File: src/tid_pkg.sv
// How it works
// - Start gate is 2048 times edge-to-tick interval
// - Busy holds until result moved to buffer or an overrun discards it
// - Busy channel ignores further input pulses
// - Gate input qualifies pulses, coincidence or anti
// - Stop disarmed until delay after start elapses
// - Nine stop-arming delay ranges selectable
// - Position zero arms stop regardless of start
// - Stop gate is 2048 times stop interval
// - Stop gate leading edge halts main scaler
// - Result is a 35-bit straight binary word
// - Completion copies result to buffer, then clears
// - Host reads and resets buffer over bus
// - Scaler ready holds while result is held
// - Overrun pulses when interval exceeds chosen range
// - Buffer ready, service request, addressed pulse
// - Independent manual clears for both registers
// - Display valid from digitization until scaler clear
// - Clock source select, selected clock driven out
// - Idle stop inhibit makes paired pulses measure
// - Start plus complement stop, carries into main
// - Stop armed when main reaches preset count
package tid_pkg;
  localparam int SYS_HZ = 250000000;
  localparam int MASTER_HZ = 50000000;
  localparam int DIV_N = SYS_HZ / MASTER_HZ;
  localparam logic [2:0] DIV_LAST = 3'(DIV_N - 1);
  localparam logic [2:0] DIV_HALF = 3'(DIV_N / 2);
  localparam int STRETCH_SH = 11;
  localparam int RES_W = 35;
  localparam int MAIN_W = RES_W - STRETCH_SH;
  localparam int FINE_W = 12;
  // Bus register byte offsets
  localparam logic [7:0] OFS_CTRL = 8'h00;
  localparam logic [7:0] OFS_STAT = 8'h04;
  localparam logic [7:0] OFS_BUFLO = 8'h08;
  localparam logic [7:0] OFS_BUFHI = 8'h0c;
  localparam logic [7:0] OFS_CMD = 8'h10;
  localparam logic [7:0] OFS_SCLO = 8'h14;
  localparam logic [7:0] OFS_SCHI = 8'h18;
  // Control field positions
  localparam int CB_EXT = 0;
  localparam int CB_ST_ANTI = 1;
  localparam int CB_SP_ANTI = 2;
  localparam int CB_ARM = 4;
  localparam int CB_RANGE = 8;
  localparam logic [11:0] CTRL_RST = 12'h000;
  localparam logic [3:0] SEL_MAX = 4'h9;
  localparam int ARM_STEP = 2;
  localparam int RANGE_BASE = 6;
  typedef enum logic [1:0] {
    TID_CH_IDLE = 2'b00, TID_CH_FINE = 2'b01, TID_CH_GATE = 2'b10, TID_CH_DONE = 2'b11
  } tid_ph_t;
  typedef enum logic [1:0] {
    TID_S_IDLE = 2'b00, TID_S_RUN = 2'b01, TID_S_XFER = 2'b10
  } tid_st_t;
  typedef struct packed {
    tid_ph_t ph;
    logic [13:0] cnt;
    logic [FINE_W-1:0] scal;
  } tid_ch_t;
  typedef struct packed {
    logic cyc;
    logic stb;
    logic we;
    logic [3:0] sel;
    logic [7:0] adr;
    logic [31:0] dat;
  } tid_wb_req_t;
  typedef struct packed {
    logic ack;
    logic [31:0] dat;
  } tid_wb_rsp_t;
  typedef struct packed {
    logic start;
    logic stop;
    logic start_gate;
    logic stop_gate;
    logic ext_clk;
    logic man_clr_sc;
    logic man_clr_buf;
  } tid_pins_t;
endpackage : tid_pkg

File: src/tid_top.sv
`timescale 1ns/1ps
module tid_top (
  // Clock and reset
  input wire logic clk_i,
  input wire logic rst_i,
  // Wishbone slave
  input wire tid_pkg::tid_wb_req_t wb_i,
  output tid_pkg::tid_wb_rsp_t wb_o,
  // Front panel pins
  input wire tid_pkg::tid_pins_t pins_i,
  // Status and outputs
  output logic start_busy_o,
  output logic stop_busy_o,
  output logic scaler_rdy_o,
  output logic buf_rdy_o,
  output logic lam_o,
  output logic addressed_o,
  output logic overrun_o,
  output logic clk_out_o,
  output logic disp_valid_o,
  output logic [tid_pkg::RES_W-1:0] disp_o,
  output logic [tid_pkg::RES_W-1:0] buf_o
);
  import tid_pkg::*;

  typedef struct packed {
    tid_pins_t s1;
    tid_pins_t s2;
    tid_pins_t s3;
    logic [2:0] div;
    logic clk_out;
    tid_st_t st;
    tid_ch_t [1:0] ch;
    logic main_open;
    logic [MAIN_W:0] main_cnt;
    logic [11:0] ctrl;
    logic [RES_W-1:0] scaler;
    logic scaler_rdy;
    logic [RES_W-1:0] bufr;
    logic buf_rdy;
    logic addressed;
    logic overrun;
    logic ack;
    logic [31:0] rdat;
  } tid_state_t;

  tid_state_t q, d;
  logic tick;
  logic ext_rise;
  logic [1:0] acc;
  logic [1:0] edge_in;
  logic [1:0] gate_ok;
  logic armed;
  logic [3:0] arm_sel;
  logic [3:0] rng_sel;
  logic [MAIN_W:0] arm_lim;
  logic [MAIN_W:0] rng_lim;
  logic [RES_W-1:0] result;
  logic bus_go;
  logic wr_go;
  logic [31:0] rd_mux;
  logic [31:0] wmask;
  logic clr_buf;
  logic clr_sc;
  logic done_xfer;
  logic ovr_hit;

  // Clock source and stretcher timing base
  assign ext_rise = q.s2.ext_clk & ~q.s3.ext_clk;
  assign tick = q.ctrl[CB_EXT] ? ext_rise : (q.div == DIV_LAST);

  // Selector clipping and derived limits
  assign arm_sel = (q.ctrl[CB_ARM+:4] > SEL_MAX) ? SEL_MAX : q.ctrl[CB_ARM+:4];
  assign rng_sel = (q.ctrl[CB_RANGE+:4] > SEL_MAX) ? SEL_MAX : q.ctrl[CB_RANGE+:4];
  assign arm_lim = (MAIN_W+1)'(1) << (ARM_STEP * (int'(arm_sel) - 1));
  assign rng_lim = (MAIN_W+1)'(1) << (RANGE_BASE + ARM_STEP * int'(rng_sel));

  // Stop arming: zero arms freely, else after preset main count
  always_comb begin
    if (arm_sel == 4'h0) begin
      armed = 1'b1;
    end else begin
      armed = (q.st == TID_S_RUN) && (q.main_cnt >= arm_lim);
    end
  end

  // Input qualification and acceptance
  assign edge_in = {q.s2.stop & ~q.s3.stop, q.s2.start & ~q.s3.start};
  assign gate_ok[0] = q.s2.start_gate ^ q.ctrl[CB_ST_ANTI];
  assign gate_ok[1] = q.s2.stop_gate ^ q.ctrl[CB_SP_ANTI];
  assign acc[0] = edge_in[0] & gate_ok[0] & (q.ch[0].ph == TID_CH_IDLE)
                & (q.st == TID_S_IDLE);
  assign acc[1] = edge_in[1] & gate_ok[1] & (q.ch[1].ph == TID_CH_IDLE) & armed;

  // Start plus two's complement of stop, carries fold into main count
  assign result = {q.main_cnt[MAIN_W-1:0], {STRETCH_SH{1'b0}}}
                + {{(RES_W-FINE_W){1'b0}}, q.ch[0].scal}
                + {{(RES_W-FINE_W){1'b1}}, ~q.ch[1].scal} + RES_W'(1);

  // Bus decode
  assign bus_go = wb_i.cyc & wb_i.stb & ~q.ack;
  assign wr_go = wb_i.cyc & wb_i.stb & wb_i.we & q.ack;
  assign wmask = {{8{wb_i.sel[3]}}, {8{wb_i.sel[2]}}, {8{wb_i.sel[1]}}, {8{wb_i.sel[0]}}};
  always_comb begin
    if (wb_i.adr == OFS_CTRL) begin
      rd_mux = {20'h00000, q.ctrl};
    end else if (wb_i.adr == OFS_STAT) begin
      rd_mux = {26'h0000000, q.buf_rdy, q.buf_rdy, q.buf_rdy, q.scaler_rdy,
                q.ch[1].ph != TID_CH_IDLE, q.ch[0].ph != TID_CH_IDLE};
    end else if (wb_i.adr == OFS_BUFLO) begin
      rd_mux = q.bufr[31:0];
    end else if (wb_i.adr == OFS_BUFHI) begin
      rd_mux = {29'h00000000, q.bufr[RES_W-1:32]};
    end else if (wb_i.adr == OFS_SCLO) begin
      rd_mux = q.scaler[31:0];
    end else if (wb_i.adr == OFS_SCHI) begin
      rd_mux = {29'h00000000, q.scaler[RES_W-1:32]};
    end else begin
      rd_mux = 32'h00000000;
    end
  end

  // Clears from the dataway and from the front panel buttons
  assign clr_buf = (wr_go & (wb_i.adr == OFS_CMD) & wb_i.sel[0] & wb_i.dat[0])
                 | (q.s2.man_clr_buf & ~q.s3.man_clr_buf);
  assign clr_sc = (wr_go & (wb_i.adr == OFS_CMD) & wb_i.sel[0] & wb_i.dat[1])
                | (q.s2.man_clr_sc & ~q.s3.man_clr_sc);
  assign done_xfer = (q.st == TID_S_XFER) & ~q.buf_rdy;
  // Range overflow on an open coarse count discards the event
  assign ovr_hit = (q.st == TID_S_RUN) & q.main_open & (q.main_cnt >= rng_lim);

  // Next state
  always_comb begin
    d = q;
    d.s1 = pins_i;
    d.s2 = q.s1;
    d.s3 = q.s2;
    d.div = (q.div == DIV_LAST) ? 3'h0 : q.div + 3'h1;
    d.clk_out = q.ctrl[CB_EXT] ? q.s2.ext_clk : (q.div < DIV_HALF);
    d.addressed = 1'b0;
    d.overrun = 1'b0;
    // Wishbone slave: ack one cycle after request, dropped after
    d.ack = bus_go;
    if (bus_go) begin
      d.rdat = rd_mux;
      d.addressed = (wb_i.adr == OFS_BUFLO) | (wb_i.adr == OFS_BUFHI);
    end
    if (wr_go && wb_i.adr == OFS_CTRL) begin
      d.ctrl = (q.ctrl & ~wmask[11:0]) | (wb_i.dat[11:0] & wmask[11:0]);
    end
    // Interpolator channels: fine count, stretched gate, tick scaler
    for (int i = 0; i < 2; i++) begin
      case (q.ch[i].ph)
        TID_CH_IDLE: begin
          if (acc[i]) begin
            d.ch[i].ph = TID_CH_FINE;
            d.ch[i].cnt = 14'h0001;
            d.ch[i].scal = '0;
          end
        end
        TID_CH_FINE: begin
          if (tick) begin
            d.ch[i].ph = TID_CH_GATE;
            d.ch[i].cnt = q.ch[i].cnt << STRETCH_SH;
          end else begin
            d.ch[i].cnt = q.ch[i].cnt + 14'h0001;
          end
        end
        TID_CH_GATE: begin
          d.ch[i].cnt = q.ch[i].cnt - 14'h0001;
          if (tick) begin
            d.ch[i].scal = q.ch[i].scal + FINE_W'(1);
          end
          if (q.ch[i].cnt == 14'h0001) begin
            d.ch[i].ph = TID_CH_DONE;
          end
        end
        default: begin
        end
      endcase
    end
    // Main scaler opens with start gate, closes at stop gate edge
    if (q.ch[0].ph == TID_CH_FINE && tick) begin
      d.main_open = 1'b1;
      d.main_cnt = '0;
    end else if (q.ch[1].ph == TID_CH_FINE && tick) begin
      d.main_open = 1'b0;
      // The stop tick closes the last whole period of the coarse count
      if (q.main_open) begin
        d.main_cnt = q.main_cnt + (MAIN_W+1)'(1);
      end
    end else if (q.main_open && tick) begin
      d.main_cnt = q.main_cnt + (MAIN_W+1)'(1);
    end
    // Sequencer
    case (q.st)
      TID_S_IDLE: begin
        if (acc[0]) begin
          d.st = TID_S_RUN;
        end
      end
      TID_S_RUN: begin
        if (q.main_open && q.main_cnt >= rng_lim) begin
          d.overrun = 1'b1;
          d.st = TID_S_IDLE;
          d.ch = '0;
          d.main_open = 1'b0;
        end else if (q.ch[0].ph == TID_CH_DONE && q.ch[1].ph == TID_CH_DONE) begin
          d.scaler = result;
          d.st = TID_S_XFER;
        end
      end
      TID_S_XFER: begin
        if (done_xfer) begin
          d.bufr = q.scaler;
          d.st = TID_S_IDLE;
          d.ch = '0;
          d.main_open = 1'b0;
          d.main_cnt = '0;
        end
      end
      default: begin
        d.st = TID_S_IDLE;
      end
    endcase
    // Ready flags: a load beats a clear in the same cycle
    if (clr_sc) begin
      d.scaler_rdy = 1'b0;
    end
    if (q.st == TID_S_RUN && d.st == TID_S_XFER) begin
      d.scaler_rdy = 1'b1;
    end
    if (clr_buf) begin
      d.buf_rdy = 1'b0;
    end
    if (done_xfer) begin
      d.buf_rdy = 1'b1;
    end
  end

  // State register
  always_ff @(posedge clk_i) begin
    if (rst_i) begin
      q <= '0;
      q.ctrl <= CTRL_RST;
    end else begin
      q <= d;
    end
  end

  // Outputs
  assign wb_o.ack = q.ack;
  assign wb_o.dat = q.rdat;
  assign start_busy_o = q.ch[0].ph != TID_CH_IDLE;
  assign stop_busy_o = q.ch[1].ph != TID_CH_IDLE;
  assign scaler_rdy_o = q.scaler_rdy;
  assign buf_rdy_o = q.buf_rdy;
  assign lam_o = q.buf_rdy;
  assign addressed_o = q.addressed;
  assign overrun_o = q.overrun;
  assign clk_out_o = q.clk_out;
  assign disp_valid_o = q.scaler_rdy;
  assign disp_o = q.scaler;
  assign buf_o = q.bufr;

  // Checks
  property p_busy_ign;
    @(posedge clk_i) disable iff (rst_i)
    (q.ch[0].ph != TID_CH_IDLE) |=> (q.ch[0].ph != TID_CH_FINE) || $past(q.ch[0].ph) == TID_CH_FINE;
  endproperty
  a_busy_ign: assert property (p_busy_ign) else $error("busy start re-accepted");
  property p_gate_q;
    @(posedge clk_i) disable iff (rst_i)
    acc[0] |-> (q.s2.start_gate != q.ctrl[CB_ST_ANTI]);
  endproperty
  a_gate_q: assert property (p_gate_q) else $error("start taken against gate");
  property p_arm;
    @(posedge clk_i) disable iff (rst_i)
    acc[1] && arm_sel != 4'h0 |-> q.st == TID_S_RUN && q.main_cnt >= arm_lim;
  endproperty
  a_arm: assert property (p_arm) else $error("stop taken while disarmed");
  property p_stretch;
    @(posedge clk_i) disable iff (rst_i)
    q.ch[1].ph == TID_CH_FINE && tick |=> q.ch[1].cnt[STRETCH_SH-1:0] == '0 && !q.main_open;
  endproperty
  a_stretch: assert property (p_stretch) else $error("stop gate bad");
  property p_xfer;
    @(posedge clk_i) disable iff (rst_i)
    done_xfer |=> q.st == TID_S_IDLE && !start_busy_o && !stop_busy_o && q.buf_rdy
      && q.bufr == $past(q.scaler);
  endproperty
  a_xfer: assert property (p_xfer) else $error("transfer or clear wrong");
  property p_rdy_hold;
    @(posedge clk_i) disable iff (rst_i)
    q.scaler_rdy && !clr_sc |=> q.scaler_rdy;
  endproperty
  a_rdy_hold: assert property (p_rdy_hold) else $error("scaler ready dropped");
  property p_ovr;
    @(posedge clk_i) disable iff (rst_i)
    overrun_o |-> !$past(overrun_o) && q.st == TID_S_IDLE && !start_busy_o;
  endproperty
  a_ovr: assert property (p_ovr) else $error("overrun not single pulse");
  property p_bufclr;
    @(posedge clk_i) disable iff (rst_i)
    clr_buf && !done_xfer |=> !q.buf_rdy && !lam_o;
  endproperty
  a_bufclr: assert property (p_bufclr) else $error("buffer reset lost");
  property p_start_len;
    @(posedge clk_i) disable iff (rst_i)
    q.ch[0].ph == TID_CH_FINE && tick && !ovr_hit
      |=> q.ch[0].ph == TID_CH_GATE && q.ch[0].cnt == ($past(q.ch[0].cnt) << STRETCH_SH);
  endproperty
  a_start_len: assert property (p_start_len) else $error("start gate length wrong");
  property p_stop_len;
    @(posedge clk_i) disable iff (rst_i)
    q.ch[1].ph == TID_CH_FINE && tick && !ovr_hit
      |=> q.ch[1].ph == TID_CH_GATE && q.ch[1].cnt == ($past(q.ch[1].cnt) << STRETCH_SH);
  endproperty
  a_stop_len: assert property (p_stop_len) else $error("stop gate length wrong");
  property p_scal_cnt;
    @(posedge clk_i) disable iff (rst_i)
    q.ch[0].ph == TID_CH_GATE && tick && !ovr_hit
      |=> q.ch[0].scal == $past(q.ch[0].scal) + FINE_W'(1);
  endproperty
  a_scal_cnt: assert property (p_scal_cnt) else $error("start scaler missed a tick");
  property p_start_hold;
    @(posedge clk_i) disable iff (rst_i)
    start_busy_o && !done_xfer && !ovr_hit |=> start_busy_o;
  endproperty
  a_start_hold: assert property (p_start_hold) else $error("start busy fell early");
  property p_stop_hold;
    @(posedge clk_i) disable iff (rst_i)
    stop_busy_o && !done_xfer && !ovr_hit |=> stop_busy_o;
  endproperty
  a_stop_hold: assert property (p_stop_hold) else $error("stop busy fell early");
  property p_free_arm;
    @(posedge clk_i) disable iff (rst_i)
    arm_sel == 4'h0 && edge_in[1] && gate_ok[1] && !stop_busy_o && !ovr_hit |=> stop_busy_o;
  endproperty
  a_free_arm: assert property (p_free_arm) else $error("free armed stop refused");
  property p_ovr_clr;
    @(posedge clk_i) disable iff (rst_i)
    ovr_hit |=> overrun_o && !start_busy_o && !stop_busy_o && !q.main_open;
  endproperty
  a_ovr_clr: assert property (p_ovr_clr) else $error("overrun did not discard");
  property p_addr;
    @(posedge clk_i) disable iff (rst_i)
    bus_go && wb_i.adr == OFS_BUFLO |=> addressed_o;
  endproperty
  a_addr: assert property (p_addr) else $error("buffer access not flagged");
  property p_ack_once;
    @(posedge clk_i) disable iff (rst_i)
    wb_o.ack |=> !wb_o.ack;
  endproperty
  a_ack_once: assert property (p_ack_once) else $error("ack held too long");
  property p_man_sc;
    @(posedge clk_i) disable iff (rst_i)
    q.s2.man_clr_sc && !q.s3.man_clr_sc && !(q.st == TID_S_RUN && d.st == TID_S_XFER)
      |=> !scaler_rdy_o;
  endproperty
  a_man_sc: assert property (p_man_sc) else $error("scaler button ignored");
  property p_man_buf;
    @(posedge clk_i) disable iff (rst_i)
    q.s2.man_clr_buf && !q.s3.man_clr_buf && !done_xfer |=> !buf_rdy_o;
  endproperty
  a_man_buf: assert property (p_man_buf) else $error("buffer button ignored");
  property p_disp;
    @(posedge clk_i) disable iff (rst_i)
    disp_valid_o && !clr_sc && q.st != TID_S_RUN |=> disp_valid_o && $stable(disp_o);
  endproperty
  a_disp: assert property (p_disp) else $error("display changed while valid");
  property p_ext_out;
    @(posedge clk_i) disable iff (rst_i)
    q.ctrl[CB_EXT] |=> clk_out_o == $past(q.s2.ext_clk);
  endproperty
  a_ext_out: assert property (p_ext_out) else $error("external clock not passed out");
  property p_xfer_wait;
    @(posedge clk_i) disable iff (rst_i)
    q.st == TID_S_XFER && q.buf_rdy && !clr_buf
      |=> q.st == TID_S_XFER && start_busy_o && stop_busy_o;
  endproperty
  a_xfer_wait: assert property (p_xfer_wait) else $error("held event lost");
  // Refused stop while start converts, and a freely armed stop
  c_stop_refused: cover property (@(posedge clk_i) edge_in[1] && !acc[1] && start_busy_o);
  c_free_arm: cover property (@(posedge clk_i) acc[1] && arm_sel == 4'h0);
  c_event: cover property (@(posedge clk_i) done_xfer);
  c_over: cover property (@(posedge clk_i) overrun_o);
  c_wait: cover property (@(posedge clk_i) q.st == TID_S_XFER && q.buf_rdy);
endmodule : tid_top

File: config.mk
export PLATFORM = sky130hd
export DESIGN_NAME = tid_top
export DESIGN_NICKNAME = d
export VERILOG_FILES = /design/src/tid_pkg.sv /design/src/tid_top.sv
export SDC_FILE = /design/constraint.sdc
export NUM_CORES = 1
export LEC_CHECK = 0
export BUFFER_PORTS_ARGS = -buffer_cell sky130_fd_sc_hd__buf_2
export CORE_MARGIN = 2
export CORE_UTILIZATION = 24
export CTS_CLUSTER_SIZE = 16
export DETAILED_ROUTE_END_ITERATION = 10
export GPL_TIMING_DRIVEN = 0
export PLACE_DENSITY = 0.4
export SYNTH_ARGS = -nofsm -noshare
export SYNTH_HDL_FRONTEND = slang
export SYNTH_SLANG_ARGS = --single-unit
export TNS_END_PERCENT = 100
File: constraint.sdc
create_clock -name clk_i -period 3.8 [get_ports clk_i]
set_input_delay 1.14 -clock clk_i [delete_from_list [all_inputs] [get_ports clk_i]]
set_output_delay 1.14 -clock clk_i [all_outputs]
set_load 0.01 [all_outputs]
==> summary.txt <==
Power and ir drop
  – Total power density per cell area: between 300 and 400 nW/µm²
  – Largest vdd supply drop: about 300 µV
  – Part of the total power dissipated in combinational logic: roughly 5.1%
  – Power spent charging and discharging nets: roughly 1.4 mW
  – Post-route total power: 5.580 mW
  – Switching portion of total power: approximately a quarter
  – Sequential share of power: 43.3%
  – Leakage dissipation: roughly 7.1 nW
  – P_int: around 4.2 mW
  – Clk network pwr share: approximately half

Cells and area
  – Ratio of cells with drive above 1 in the final layout: between 10% and 20%
  – Register Area: roughly 4500 µm²
  – Layout Area Growth over Synthesis: 20.97%
  – Number of fill cells: 6441
  – Area of all placed cells without fillers: between 15000 and 20000 µm²
  – Area used by multi-input combinational logic: around 8300 µm²
  – Final core utilization: between 20% and 30%
  – Nets@finish: 2178
  – Antenna diode count: 0

Route
  – Sum of routed wire length over all layers: 50980 µm
  – DRC marker count from the first detailed-route iteration: between 800 and 900
  – Via/cell ratio: ~4.7
  – Detailed-route DRC error count: 0
  – Routed vias: roughly 13000
  – Final ANT Viol Nets: 0
  – Length of the first detailed-routing pass in iterations: 5
  – Average wire length per cell after detail routing: ~18 µm

Clocking
  – Clock latency reported for the late side of the worst-skew pair: a little under 0.6 ns
  – TritonCTS clock tree: built
  – Root buffer cell: clkbuf_16
  – Clock-pin slew on the worst setup and hold paths: 0.06 ns
  – TritonCTS buffer count: 29
  – Clk sink count: about 230
  – Number of hold-repair buffers added at the cts stage: 0
  – Number of buffers on the longest clock path: 3
  – Depth of the CTS H-tree: 1

GRT
  – Antenna violations before repair: 0
  – Pin count of the biggest net entering global routing: 16
  – Global routing usage summed across all routing layers: approximately 16%
  – Total gr overflow: 0
  – Global-route wire length before repair: 78120 µm
  – Vias in the first global route: between 10000 and 15000

Placement
  – Post-place instance area: between 15000 and 20000 µm²
  – I/O Buffers: approximately 140
  – Final weighted congestion of routability-driven global placement: 0.8362
  – Post-detailed-placement half-perimeter wirelength: between 30000 and 40000 µm

Worst setup path
  – Arrival time at the worst endpoint: 4.15 ns
  – Endpoint of the worst-slack reg-to-reg timing path: q[194]
  – Register-to-Register Path Depth: 14
  – Cell-by-cell listing of the critical path: a21oi_4 -> buf_4 -> ha_4 -> nor2b_4 -> nand2_1 -> ha_1 -> a211o_1 -> a211oi_1 -> o41ai_1 -> a211o_1 -> a221o_2 -> nand2_4 -> nand2_8 -> a311oi_2
  – Max stage delay on crit path: between 0.5 and 0.6 ns
  – Required time of the critical path: ~4.3 ns
  – Critical-path maximum fanout: 9
  – Setup Crit Path Kind: reg2reg
  – Critical path's most frequent cell: a211o_1
  – Slowest-stage cell, CP: dfxtp_2
  – Crit path launch type: flop
  – Reg2Reg Setup Slack: about 0.15 ns
  – Buffers and inverters on the worst path: 1
  – Cell class contributing the biggest share of worst-path delay: compound AO/OA/AOI/OAI gates
  – Critical path capture point type: flop

Yosys
  – Post-synthesis register bit count: between 200 and 250
  – Post-synthesis async set-or-reset flop share: 0%
  – Unique masters post-synth: roughly 70
  – Sequential-to-total area share from yosys stat: 31.93%
  – Syn Std Cell Area: around 14000 µm²
  – Number of instances in the synthesized netlist: about 1800
  – Main synth FF type: dfxtp_1
  – Post-synthesis average cell area: roughly 7.8 µm²
  – Synth warnings: 0
  – Number of enable-type register cells in the synthesized netlist: 0

Worst hold path
  – Hold Path Stages: 2
  – End of the worst hold path: q[208]
  – Path category of the worst min-delay check: reg2reg
  – Hold path startpoint: d[208]

Timing
  – Sum of negative setup slack: 0 ns
  – Setup violations, final: 0
  – Least-Margin Pin Slew: roughly 1.1 ns
  – Final critical delay including setup and external delays: between 3 and 4 ns
  – Highest clock frequency the design can meet: 273.8 MHz
  – Normalized max-slew margin: 23.22%
  – Fraction of the cycle the final worst path needs: ~96%
  – Hold slack final: 0.4362 ns
  – Final max-slew violation count: 0
  – Skew final: around 0.033 ns
  – Final hold violation count: 0

Die
  – Starting utilization of the core area: between 20% and 30%
  – Overall die area: ~60000 µm²
  – Number of placement rows: slightly below 90
  – Core outline area: 58690 µm²
  – Horizontal die dimension: around 250 µm
  – I/O Pins: 168
  – Vertical extent of the die: approximately 250 µm

Run
  – Count of max-cap constraint violations: 0

Status
  – Outcome: finished, final reports clean
per-layer routing:
| metal | GRT usage [%] | part of all wire (%) | vias up | wire [µm] |
|---|---|---|---|---|
| met5 | 0 | 0 | - | 0 |
| met4 | 3.508 | 1.6 | 0 | 829 |
| met3 | 1.888 | 4.0 | 61 | 2046 |
| met2 | 28.07 | 47 | 271 | 23750 |
| met1 | 22.14 | 48 | 6221 | 24360 |
| li1 | - | - | 6691 | - |
worst max-delay path by stage:
| stage | cells after the start | endpoint | slack (ns) | startpoint |
|---|---|---|---|---|
| after global placement | 14 | q[194] | -0.73 | flop |
| after detailed placement | 14 | q[198] | -0.76 | flop |
| after CTS | 17 | q[188] | 0.02 | flop |
| after global routing | 16 | q[194] | -0.003 | flop |
| after floorplan | 17 | q[198] | 0.03 | flop |
| final | 14 | q[194] | 0.15 | flop |
area by class of cell:
cell class                 count  share of cell area, %
buffer                       198                  6.856
clock buffer                  42                  4.986
clock inverter                11                 0.7447
inverter                      77                  1.686
multi-input combinational   1323                  48.70
sequential                   226                  26.47
tap                          773                  5.644
timing repair buffer         156                  4.913
per-stage QoR:
| step | worst slack [ns] | std cells |
|---|---|---|
| floorplan | 0.03141 | 1826 |
| global placement | -0.7266 | 2742 |
| detailed placement | -0.7639 | 2743 |
| CTS | 0.01531 | 2806 |
| global route | -0.003399 | 2806 |
| finish | 0.1482 | 2806 |
logic make-up (layout without fill, tap and decap cells):
logic type | count (synthesis) | after routing | synth area share (%)
xor gates and xnor gates | 72 | 72 | 4.451
and+or+nand+nor | 696 | 696 | 22.73
adders and majority gates | 111 | 111 | 9.909
buffers and inverters | 277 | 484 | 10.24
muxes | 23 | 23 | 1.660
other | 2 | 3 | 0.05301
AOI/OAI and AO/OA | 418 | 418 | 19.01
DFF | 226 | 226 | 31.94
state kept, by name, indices dropped and copies added, names as in the netlist, named ones only:
signal / cells
d: 14
buf_o: 35
overrun_o: 1
buf_rdy_o: 1
q: 92
addressed_o: 1
disp_valid_o: 1
disp_o: 35
clk_out_o: 1
wb_o: 33
power by group through the flow:
stage	logic (mW)	clock network (mW)	registers, mW
after floorplan	0.173	0	2.47
final	0.285	2.88	2.42
after CTS	0.290	2.96	2.42
after global routing	0.315	3.06	2.42
after detailed placement	0.287	0	2.47
after global placement	0.286	0	2.47
cell usage after synthesis, types with 10 or more instances:
library cell	count	area [µm²]
inv_1	77	289.0
nand3_1	45	225.2
nor2b_1	31	193.9
nand3b_1	13	97.59
nand2_1	212	795.8
and2_1	13	81.33
ha_1	109	1364
clkbuf_1	80	300.3
xor2_1	11	96.34
nor4_1	13	81.33
nand2b_1	14	87.58
and3_1	12	75.07
buf_4	107	803.3
o21ai_0	55	275.3
nor3_1	71	355.3
nor2_1	212	795.8
a211o_1	10	87.58
o31ai_1	13	97.59
a22oi_1	13	97.59
a21oi_1	165	825.8
a211oi_1	19	142.6
nand4_1	22	137.6
xnor2_1	61	534.3
o22ai_1	11	68.82
a31oi_1	13	81.33
dfxtp_1	226	4524
a221oi_1	35	306.5
a21o_1	13	97.59
mux2i_1	19	190.2
repair_timing:
item,in CTS,in global routing
buffers inserted,12,0
endpoints found under the setup margin,42,32
gates resized for setup,32,8
hold endpoints to repair,0,0
gates cloned,0,0
pin swaps,16,6
cell usage in the layout (no fill, tap or decap), types with 8 or more instances in the layout:
master,netlist,routed
ha_1,109,106
o21a_1,8,8
buf_2,8,151
inv_1,77,77
nor2_1,212,210
a221oi_1,35,34
nand2_1,212,209
a22oi_1,13,13
and2_1,13,13
xor2_1,11,11
nand2b_1,14,13
a21o_1,13,13
buf_4,107,117
nand3_1,45,44
nand3b_1,13,13
nor4_1,13,13
o31ai_1,13,13
clkbuf_16,0,29
a211o_1,10,10
and3_1,12,12
nor2b_1,31,30
a21oi_1,165,162
nand4_1,22,22
o22ai_1,11,11
nor3_1,71,70
a211oi_1,19,19
xnor2_1,61,61
dfxtp_1,226,222
a31oi_1,13,13
clkbuf_8,0,10
clkbuf_1,80,81
o21ai_0,55,54
mux2i_1,19,19
worst register-to-register path: stages, from the launching register on:
cell and delay [ns]:
dfxtp_2 0.55, a21oi_4 0.05, buf_4 0.15, ha_4 0.30
nor2b_4 0.19, nand2_1 0.08, ha_1 0.29, a211o_1 0.29
a211oi_1 0.25, o41ai_1 0.12, a211o_1 0.32, a221o_2 0.43
nand2_4 0.15, nand2_8 0.08, a311oi_2 0.30
No activity file was read; power rests on OpenSTA's default activity.
